## src/hw/dio_port_params.svh

```systemverilog
`ifndef DIO_PORT_PARAMS_SVH
`define DIO_PORT_PARAMS_SVH

// ----------------------------------------------------------------------------
// Geometry of the connectors and groups, timeout width, star slot and reset values
// ----------------------------------------------------------------------------
`define LINES_PER_GROUP        8
`define GROUPS_CONN0           2
`define GROUPS_CONN12          5
`define CONN_COUNT             3
`define TRIG_COUNT             8
`define TIMEOUT_WIDTH          32
`define SLOT_TWO               5'h02
`define RESET_OUT_VALUE        1'b0
`define RESET_OUT_ENABLE       1'b0

`endif

```

## src/hw/dio_port_pkg.sv

```systemverilog
package dio_port_pkg;

   // ----------------------------------------------------------------------------
   // Wait operations
   // ----------------------------------------------------------------------------
   typedef enum logic [2:0] {
      WAIT_ANY_EDGE     = 3'h0,
      WAIT_FALLING_EDGE = 3'h1,
      WAIT_RISING_EDGE  = 3'h2,
      WAIT_HIGH_LEVEL   = 3'h3,
      WAIT_LOW_LEVEL    = 3'h4
   } wait_kind_type;

   typedef enum logic [1:0] {
      WAIT_IDLE  = 2'b00,
      WAIT_ARMED = 2'b01,
      WAIT_DONE  = 2'b10
   } wait_state_type;

   // Arbitration applied per channel when two requesters write in one cycle.
   typedef enum logic [1:0] {
      ARB_NONE       = 2'b00,
      ARB_PRIORITY_A = 2'b01,
      ARB_ROUND_ROBIN = 2'b10
   } arb_mode_type;

endpackage

```

## src/hw/dio_port_edge_wait.sv

```systemverilog
// Function
// - Lines grouped into eight-line ports.
// - Per channel value, enable and input.
// - Any-edge wait ends on either transition.
// - Falling wait ends on high-to-low.
// - Rising wait ends on low-to-high.
// - High wait completes when line high.
// - Low wait completes when line low.
// - Signed tick timeout; zero times out immediately.
// - Negative timeout waits forever.
// - Positive timeout counts ticks, then expires.
// - Port n holds lines 8n..8n+7, LSB lowest.
// - Reference clock input is read only.
// - Per-channel arbitration setting for concurrent access.
// - Line and port accesses take one cycle.
`include "dio_port_params.svh"
`timescale 1ns/1ps
`default_nettype none

module dio_port_edge_wait
   import dio_port_pkg::*;
#(
   parameter int GROUPS      = `GROUPS_CONN0 + 2 * `GROUPS_CONN12,
   parameter int LINES       = GROUPS * `LINES_PER_GROUP,
   parameter int CHANS       = LINES + `TRIG_COUNT + 1,
   parameter int IDX_W       = $clog2(CHANS),
   parameter int GRP_W       = $clog2(GROUPS)
) (
   // Clock and reset
   input  wire logic                      core_clk_in,
   input  wire logic                      rst_n_in,
   // Pins: digital lines (low LINES), triggers (next TRIG_COUNT), star (top bit)
   input  wire logic [CHANS-1:0]          pin_in,
   output logic      [CHANS-1:0]          pin_out,
   output logic      [CHANS-1:0]          pin_oe_out,
   input  wire logic                      ref_clk10_in,
   input  wire logic [4:0]                slot_in,
   // Per-channel arbitration setting
   input  wire logic [2*CHANS-1:0]        arb_mode_in,
   // Requester A: single line access
   input  wire logic                      a_line_wr_in,
   input  wire logic                      a_line_en_wr_in,
   input  wire logic [IDX_W-1:0]          a_line_idx_in,
   input  wire logic                      a_line_val_in,
   output logic                           a_line_rd_out,
   // Requester B: eight-line group access
   input  wire logic                      b_grp_wr_in,
   input  wire logic                      b_grp_en_wr_in,
   input  wire logic [GRP_W-1:0]          b_grp_idx_in,
   input  wire logic [`LINES_PER_GROUP-1:0] b_grp_val_in,
   output logic      [`LINES_PER_GROUP-1:0] b_grp_rd_out,
   // Reference clock and slot readback
   output logic                           ref_clk10_out,
   output logic                           star_blocked_out,
   // Wait operation
   input  wire logic                      wait_start_in,
   input  wire logic [2:0]                wait_kind_in,
   input  wire logic [IDX_W-1:0]          wait_idx_in,
   input  wire logic signed [`TIMEOUT_WIDTH-1:0] wait_timeout_in,
   output logic                           wait_busy_out,
   output logic                           wait_done_out,
   output logic                           wait_timed_out_out
);

   // ----------------------------------------------------------------------------
   // Reset release and input synchronisers
   // ----------------------------------------------------------------------------
   logic                 rst_s1_q;
   logic                 rst_q;
   logic [CHANS-1:0]     pin_s1_q;
   logic [CHANS-1:0]     pin_s2_q;
   logic [CHANS-1:0]     pin_prev_q;
   logic                 ref_s1_q;
   logic                 ref_s2_q;

   // Every register below leaves reset on the same edge, two clocks after the pin lets go,
   // so no request may be given before the third edge after release.
   always_ff @(posedge core_clk_in or negedge rst_n_in) begin
      if (!rst_n_in) begin
         rst_s1_q <= 1'b0;
         rst_q    <= 1'b0;
      end else begin
         rst_s1_q <= 1'b1;
         rst_q    <= rst_s1_q;
      end
   end

   // The previous sample feeds the edge waits and is taken only from the second flop.
   always_ff @(posedge core_clk_in or negedge rst_q) begin
      if (!rst_q) begin
         pin_s1_q   <= '0;
         pin_s2_q   <= '0;
         pin_prev_q <= '0;
         ref_s1_q   <= 1'b0;
         ref_s2_q   <= 1'b0;
      end else begin
         pin_s1_q   <= pin_in;
         pin_s2_q   <= pin_s1_q;
         pin_prev_q <= pin_s2_q;
         ref_s1_q   <= ref_clk10_in;
         ref_s2_q   <= ref_s1_q;
      end
   end

   // Only readable, never driven.
   assign ref_clk10_out = ref_s2_q;

   // ----------------------------------------------------------------------------
   // Output value and enable per channel
   // ----------------------------------------------------------------------------
   function automatic logic line_in_group(input logic [IDX_W-1:0] ch,
                                          input logic [GRP_W-1:0] grp);
      line_in_group = (int'(ch) / `LINES_PER_GROUP) == int'(grp) && int'(ch) < LINES;
   endfunction

   logic                 star_blocked;
   logic [CHANS-1:0]     out_q;
   logic [CHANS-1:0]     out_d;
   logic [CHANS-1:0]     oe_q;
   logic [CHANS-1:0]     oe_d;
   logic [CHANS-1:0]     rr_q;
   logic [CHANS-1:0]     rr_d;

   // Driving the star line in slot two would disturb the chassis reference.
   assign star_blocked     = (slot_in == `SLOT_TWO);
   assign star_blocked_out = star_blocked;

   generate
      for (genvar c = 0; c < CHANS; c++) begin : g_chan
         always_comb begin
            logic         a_hit;
            logic         b_hit;
            logic         a_wins;
            logic         b_bit;
            arb_mode_type mode;
            a_wins = 1'b0;
            a_hit  = (int'(a_line_idx_in) == c) && (a_line_wr_in || a_line_en_wr_in);
            b_hit  = (b_grp_wr_in || b_grp_en_wr_in) && line_in_group(IDX_W'(c), b_grp_idx_in);
            b_bit  = b_grp_val_in[c % `LINES_PER_GROUP];
            mode   = arb_mode_type'(arb_mode_in[2*c +: 2]);
            out_d[c] = out_q[c];
            oe_d[c]  = oe_q[c];
            rr_d[c]  = rr_q[c];
            // Collisions are resolved by the channel's own setting.
            // The alternation bit flips on every collision whatever the mode, so a switch to
            // alternating starts from wherever the last collision left it.
            case (mode)
               ARB_PRIORITY_A:  a_wins = 1'b1;
               ARB_ROUND_ROBIN: a_wins = !rr_q[c];
               default:         a_wins = 1'b0;
            endcase
            if (a_hit && (!b_hit || a_wins)) begin
               if (a_line_wr_in)
                  out_d[c] = a_line_val_in;
               if (a_line_en_wr_in)
                  oe_d[c] = a_line_val_in;
            end else if (b_hit) begin
               if (b_grp_wr_in)
                  out_d[c] = b_bit;
               if (b_grp_en_wr_in)
                  oe_d[c] = b_bit;
            end
            if (a_hit && b_hit)
               rr_d[c] = !rr_q[c];
         end
      end
   endgenerate

   always_ff @(posedge core_clk_in or negedge rst_q) begin
      if (!rst_q) begin
         out_q <= {CHANS{`RESET_OUT_VALUE}};
         oe_q  <= {CHANS{`RESET_OUT_ENABLE}};
         rr_q  <= '0;
      end else begin
         out_q <= out_d;
         oe_q  <= oe_d;
         rr_q  <= rr_d;
      end
   end

   always_comb begin
      pin_out    = out_q;
      pin_oe_out = oe_q;
      if (star_blocked) begin
         pin_out[CHANS-1]    = 1'b0;
         pin_oe_out[CHANS-1] = 1'b0;
      end
   end

   // Reads come straight from the synchronised pins in the same cycle.
   // A line index past the last channel reads as unknown; a group index past the last group reads trigger, star or unknown bits, so callers keep it in range.
   assign a_line_rd_out = pin_s2_q[a_line_idx_in];
   assign b_grp_rd_out  = pin_s2_q[b_grp_idx_in * `LINES_PER_GROUP +: `LINES_PER_GROUP];

   // ----------------------------------------------------------------------------
   // Wait engine
   // ----------------------------------------------------------------------------
   wait_state_type                 st_q;
   wait_state_type                 st_d;
   wait_kind_type                  kind_q;
   wait_kind_type                  kind_d;
   logic [IDX_W-1:0]               widx_q;
   logic [IDX_W-1:0]               widx_d;
   logic [`TIMEOUT_WIDTH-1:0]      left_q;
   logic [`TIMEOUT_WIDTH-1:0]      left_d;
   logic                           forever_q;
   logic                           forever_d;
   logic                           tout_q;
   logic                           tout_d;
   logic                           cur;
   logic                           prv;
   logic                           hit;

   // Edges are judged on the synchronised copy, so a pin change is seen two cycles late.
   assign cur = pin_s2_q[widx_q];
   assign prv = pin_prev_q[widx_q];

   always_comb begin
      case (kind_q)
         WAIT_ANY_EDGE:     hit = cur != prv;
         WAIT_FALLING_EDGE: hit = prv && !cur;
         WAIT_RISING_EDGE:  hit = !prv && cur;
         WAIT_HIGH_LEVEL:   hit = cur;
         WAIT_LOW_LEVEL:    hit = !cur;
         default:           hit = 1'b0;
      endcase
   end

   always_comb begin
      st_d      = st_q;
      kind_d    = kind_q;
      widx_d    = widx_q;
      left_d    = left_q;
      forever_d = forever_q;
      tout_d    = tout_q;
      case (st_q)
         WAIT_IDLE, WAIT_DONE: begin
            st_d = WAIT_IDLE;
            if (wait_start_in) begin
               kind_d    = wait_kind_type'(wait_kind_in);
               widx_d    = wait_idx_in;
               left_d    = wait_timeout_in;
               // A negative timeout keeps the wait armed until its condition shows.
               forever_d = wait_timeout_in < 0;
               tout_d    = 1'b0;
               // A zero timeout never arms; the requester sees done one cycle after its start.
               if (wait_timeout_in == 0) begin
                  st_d   = WAIT_DONE;
                  tout_d = 1'b1;
               end else begin
                  st_d = WAIT_ARMED;
               end
            end
         end
         WAIT_ARMED: begin
            // Condition seen in the last tick beats an expiring count.
            if (hit) begin
               st_d   = WAIT_DONE;
               tout_d = 1'b0;
            end else if (!forever_q) begin
               left_d = left_q - `TIMEOUT_WIDTH'(1);
               if (left_q == `TIMEOUT_WIDTH'(1)) begin
                  st_d   = WAIT_DONE;
                  tout_d = 1'b1;
               end
            end
         end
         default: st_d = WAIT_IDLE;
      endcase
   end

   always_ff @(posedge core_clk_in or negedge rst_q) begin
      if (!rst_q) begin
         st_q      <= WAIT_IDLE;
         kind_q    <= WAIT_ANY_EDGE;
         widx_q    <= '0;
         left_q    <= '0;
         forever_q <= 1'b0;
         tout_q    <= 1'b0;
      end else begin
         st_q      <= st_d;
         kind_q    <= kind_d;
         widx_q    <= widx_d;
         left_q    <= left_d;
         forever_q <= forever_d;
         tout_q    <= tout_d;
      end
   end

   // ----------------------------------------------------------------------------
   // Wait status
   // ----------------------------------------------------------------------------
   // Done stands for one cycle; the timed-out flag stands until the next start.
   assign wait_busy_out      = (st_q == WAIT_ARMED);
   assign wait_done_out      = (st_q == WAIT_DONE);
   assign wait_timed_out_out = tout_q;

endmodule

`default_nettype wire

```

## config.mk

```make
export PLATFORM = sky130hd
export DESIGN_NAME = dio_port_edge_wait
export DESIGN_NICKNAME = d
export VERILOG_FILES = /design/src/hw/dio_port_pkg.sv /design/src/hw/dio_port_edge_wait.sv
export VERILOG_INCLUDE_DIRS = /design/src /design/src/hw
export SDC_FILE = /design/constraint.sdc
export NUM_CORES = 1
export LEC_CHECK = 0
export BUFFER_PORTS_ARGS = -buffer_cell sky130_fd_sc_hd__clkbuf_2
export CAP_MARGIN = 20
export CORE_MARGIN = 2
export CORE_UTILIZATION = 27
export CTS_CLUSTER_SIZE = 10
export DETAILED_ROUTE_END_ITERATION = 7
export PLACE_DENSITY = 0.43
export SLEW_MARGIN = 25
export SYNTH_ARGS = -nofsm -noshare
export SYNTH_HDL_FRONTEND = slang
export SYNTH_SLANG_ARGS = --single-unit
```

## constraint.sdc

```tcl
create_clock -name core_clk_in -period 26.6 [get_ports core_clk_in]
set_input_delay 5.32 -clock core_clk_in [delete_from_list [all_inputs] [get_ports core_clk_in]]
set_output_delay 5.32 -clock core_clk_in [all_outputs]
set_load 0.01 [all_outputs]
```

### Word-level counts from Yosys, hierarchy flattened

Cells that the tools add are included.

| word-level totals | value |
|---|---|
| register bits after elaboration | 671 |
| bits in latches | 0 |
| RAM bits | 0 |
| memory bits (read-only) | 0 |
| input bits | 390 |
| output and inout port bits | 224 |
| memories kept | 0 |

| cells by class | value |
|---|---|
| $add $sub $neg | 1 |
| $mul | 0 |
| divide/modulo/power cells | 0 |
| magnitude comparators | 3 |
| equal/unequal tests | 513 |
| shifts and indexed selects | 1 |
| muxes and demuxes | 523 |
| bitwise operators | 0 |
| reduce and logical (&&, ||, !) cells | 1028 |

Operator list:

| operator | count |
|---|---|
| 2-bit nonzero test | 289 |
| 3-bit AND reduction | 192 |
| 7-bit == test, second input constant | 64 |
| 1-bit two-way mux | 412 |
| 2-bit != test, second input constant | 195 |
| 1-bit logical AND | 311 |
| 2-bit by 1-bit == test with 1-bit output, second input constant | 97 |
| 2-bit == test, second input constant | 97 |
| 1-bit one-hot mux with 2 select lines | 97 |
| 7-bit by 6-bit == test with 1-bit output, second input constant | 25 |
| 1-bit logical NOT | 110 |
| 105-bit by 8-bit indexed part select with 8-bit output | 1 |
| 1-bit logical OR | 98 |
| 32-bit two-way mux | 3 |
| 32-bit one-hot mux with 2 select lines | 1 |
| 7-bit by 5-bit == test with 1-bit output, second input constant | 8 |
| 2-bit AND reduction | 20 |
| 32-bit by 1-bit == test with 1-bit output, second input constant | 1 |
| 4-bit == test, first input constant | 8 |
| 32-bit logical NOT | 1 |
| 32-bit by 1-bit < comparator with 1-bit output, second input constant | 1 |
| 32-bit by 1-bit subtractor with 32-bit output, second input constant | 1 |
| 7-bit by 4-bit == test with 1-bit output, second input constant | 4 |
| 1-bit binary-select mux with 7-bit select | 3 |
| other kinds (21) | 30 |

### Depth between registers and ports, before layout

| depth | value |
|---|---|
| depth after elaboration | 7 |
| gate-level depth with buffers | 21 |

### Least setup slack after synthesis

Ideal clock, no wire load.

| timing | value |
|---|---|
| path kind | input to output |
| start point | input a_line_idx_in[0] |
| end point | output a_line_rd_out |
| arrival time | 7926 ps |
| slack | 13354 ps |
| stages | 9 |
| buffers on the path | 2 |
| path through | clkbuf_1 buf_1 mux4_2 mux4_2 mux2i_1 nor2_1 a211oi_1 a31oi_1 a221o_1 |

| on the way | value |
|---|---|
| word-level cells in the longest chain between the ends | 2 |

RTL lines:

| item | RTL line | RTL |
|---|---|---|
| start: declaration | dio_port_edge_wait.sv:43 | `input wire logic [IDX_W-1:0] a_line_idx_in,` |
| 1-bit binary-select mux with 7-bit select | dio_port_edge_wait.sv:192 | `assign a_line_rd_out = pin_s2_q[a_line_idx_in];` |
| 1-bit two-way mux (not written as such) | dio_port_edge_wait.sv:192 |  |
| end: declaration | dio_port_edge_wait.sv:45 | `output logic a_line_rd_out,` |

Every way passes these cells. The select of a mux whose other input is x is not followed.

### Final worst setup path

Same ends and word-level chain as after synthesis.

==> flow_summary.rst <==
.. list-table::
   :header-rows: 1

   * - Metric
     - Value
   * - Synth Area in XOR/XNOR
     - 2.30%
   * - Post-route cell area
     - 42800 µm²
   * - Final Cycle Share
     - 50.5%
   * - Kind of end point of the critical path
     - output port
   * - Maximum clock skew at final layout
     - 0.0505 ns
   * - Global placer's final weighted congestion
     - 0.823
   * - Data required time of the worst path
     - 21.28 ns
   * - Cell Area, Placed
     - 39900 µm²
   * - Overall power of the completed layout
     - 3.36 mW
   * - Critical-path maximum fanout
     - 34
   * - Via count of the first global-routing pass
     - 26933
   * - Post-synth ARST share
     - 100%
   * - Drt drc
     - 0
   * - Final standard cell utilization of the core
     - 31.7%
   * - Die Ht
     - 372 µm
   * - Clock buffer count from CTS
     - 88
   * - Arr. time, crit path
     - 8.11 ns
   * - Post-Synth Adder-Cell Area
     - 6.71%
   * - Total power divided by cell area
     - 78.6 nW/µm²
   * - Number of optimization iterations in the first detailed-route pass
     - 5
   * - Layout overhead on the synthesized area
     - 17.2%
   * - Slowest-stage cell, CP
     - mux4_2
   * - Vias per cell
     - 4.88
   * - Number of flops mapped to enable cells by yosys
     - 0
   * - Antenna violations before repair
     - 32
   * - Register clock-pin slew on the reported worst setup and hold paths
     - 0.06 ns
   * - Netlist area before placement
     - 36500 µm²
   * - Final min period
     - 13.43 ns
   * - Worst hold path type
     - flip-flop to async pin
   * - Setup repair after global routing missed its margin
     - no
   * - First-iteration detailed-routing DRC count
     - 2111
   * - Clock tree sinks
     - 671
   * - Crit-path cells
     - clkbuf_2 > buf_4 > mux4_2 > mux4_2 > mux2i_1 > nor2_1 > a211oi_1 > a31oi_1 > a221o_1 > clkbuf_2
   * - Worst-case setup slack after placement
     - 13.10 ns
   * - Count of cell types in the netlist
     - 58
   * - VDD IR-drop max
     - 0.0459 mV
   * - Largest delay contributor family on the critical path
     - multiplexers
   * - Worst r2r dst
     - left_q[24]
   * - Die area
     - 138000 µm²
   * - # IOs
     - 614
   * - TritonCTS clock tree
     - built
   * - Type of the setup path with the least slack
     - primary input to output port
   * - Average wire per cell in the routed design
     - 25.6 µm
   * - Die width
     - 372 µm
   * - Average cell area after synthesis
     - 10.5 µm²
   * - Share of synthesized area occupied by flip-flops and latches
     - 45.9%
   * - Register-to-register setup slack
     - 20.62 ns
   * - Setup slack of the critical path after layout
     - 13.17 ns
   * - Hold-fix buffers at CTS
     - 0
   * - CORE AREA
     - 135000 µm²
   * - Largest family of logic cells by synthesized area
     - multiplexers
   * - Max Fclk
     - 74.5 MHz
   * - Clock latency at the later pin of the worst-skew pair
     - 0.72 ns
   * - Actual slew at the worst max-slew pin
     - 1.11 ns
   * - Share of cells above drive strength 1
     - 27.5%
   * - Clock Tree Root
     - clkbuf_16
   * - MaxCap Viol Count
     - 0
   * - Via count
     - 27600
   * - Headroom to the max-slew limit
     - 25.4%
   * - Post-Syn Instances
     - 3480
   * - Setup_tns
     - 0 ns
   * - Buffers on Ports
     - 595
   * - Area share of and/or/nand/nor cells after synthesis
     - 10.2%
   * - Delay contributed by the slowest stage of the critical path
     - 0.61 ns
   * - Final wirelength
     - 145000 µm
   * - Post-cts repair resize count
     - 0
   * - Site Rows
     - 135
   * - Crit start category
     - primary input
   * - Leading cell type in the layout, fill and taps excluded
     - dfrtp_1
   * - Count of nets left with antenna violations after detail routing
     - 0
   * - Sequential cell area
     - 16800 µm²
   * - Gr ovfl total
     - 0
   * - Source of the worst register-to-register timing path
     - widx_q[0]
   * - Cell count of the worst reg-to-reg path
     - 16
   * - Final setup fails
     - 0
   * - Fin. max-slew vios
     - 0
   * - Final hold vios
     - 0
   * - Depth of the CTS H-tree
     - 3
   * - Leak Pwr
     - 20.1 nW
   * - Post-synth top flop
     - dfrtp_1
   * - Count of warnings emitted by yosys
     - 0
   * - Fillcell total
     - 13911
   * - Worst Path Buf+Inv
     - 3
   * - Run status
     - complete, no violations
   * - Number of flip-flops and latches in the synthesized netlist
     - 671
   * - Clock buffer depth
     - 3
   * - Final net count
     - 4401
   * - Post-synth net total
     - 4066
   * - Area taken by multi-input logic gates
     - 15900 µm²
   * - Compound-gate portion of the synthesized area
     - 9.54%
   * - Post-DP HPWL
     - 105000 µm
   * - Commonest cells after routing, fill and taps aside
     - 668 x dfrtp_1, 591 x clkbuf_2, 425 x inv_1, 295 x nand3_1, 219 x nand2_1
   * - Largest net degree at the start of global routing
     - 159
   * - Global-route wire length before repair
     - 203000 µm
   * - # Post-CTS Setup Buffers
     - 0
   * - Mux share of post-synthesis cell area
     - 14.6%
   * - Effective utilization at floorplan
     - 27.1%
   * - All-Layer GR Usage
     - 20.6%
## flip-flops by register name, indices dropped and copies added (netlist names), 2 cells and up
register,count
left_q,32
rr_q,96
widx_q,7
pin_s2_q,105
oe_q,105
st_q,2
pin_s1_q,105
kind_q,3
pin_prev_q,105
out_q,105
## per-layer routing
layer  vias to the layer above  GRT usage [%]  routed length (µm)
met5                         -              0                 244
met4                        40           6.51                4210
met3                       214           6.81               12700
met2                       982           30.1               62000
met1                     13844           28.7               65500
li1                      12520              -                   -
## area by class of cell
type / count / area share, %
flip-flops and latches: 671 / 39.2
multi-input cells: 1986 / 37.2
repair buffers: 641 / 7.95
clock buffers: 115 / 5.61
well taps: 1781 / 5.20
inverters: 427 / 3.74
clock inverters: 28 / 0.979
diodes: 10 / 0.0584
## synth_stat cells (all sizes together), types with 17 or more instances
library cell	n	share of area [%]
a21oi	116	1.6
and2	32	0.55
buf	236	4.7
clkbuf	160	1.6
dfrtp	671	46
ha	196	6.7
inv	426	4.4
mux2	161	5.1
mux2i	109	3.0
mux4	105	6.5
nand2	221	2.3
nand3	295	4.0
nor2	155	1.6
nor3	17	0.23
nor4	30	0.51
o211ai	73	1.5
o21ai	112	1.5
o221ai	127	3.0
xnor2	96	2.3
## per-stage QoR
stage | hold slack, ns | cells
after floorplan | 0.331 | 3480
after global placement | 0.312 | 5504
after detailed placement | 0.307 | 5505
after CTS | 0.311 | 5648
after global routing | 0.340 | 5653
final | 0.291 | 5659
## how the worst max path moves through the flow
stage	startpoint	to	slack [ns]	cells after the start
global placement	a_line_idx_in[0]	a_line_rd_out	13.10	10
floorplan	rst_q	forever_q	6.51	0
finish	a_line_idx_in[0]	a_line_rd_out	13.17	10
detailed placement	a_line_idx_in[0]	a_line_rd_out	13.10	10
CTS	a_line_idx_in[0]	a_line_rd_out	13.09	10
global route	a_line_idx_in[0]	a_line_rd_out	12.98	10
## kinds of logic (layout without fill, tap and decap cells)
group,after synthesis,in the layout
compound gates,511,511
xor+xnor,96,96
fa+ha+maj,196,196
buf+inv,823,1211
flops,671,671
mux,375,375
other cells,1,11
simple gates,807,807
## power breakdown
part / leakage (nW) / internal [mW] / switching [mW]
Sequential: 7.84 / 1.16 / 0.155
Combinational: 10.9 / 0.370 / 0.493
Clock: 1.36 / 0.678 / 0.503
Total: 20.1 / 2.21 / 1.15
Note: power is estimated with default switching activity, not from simulation.
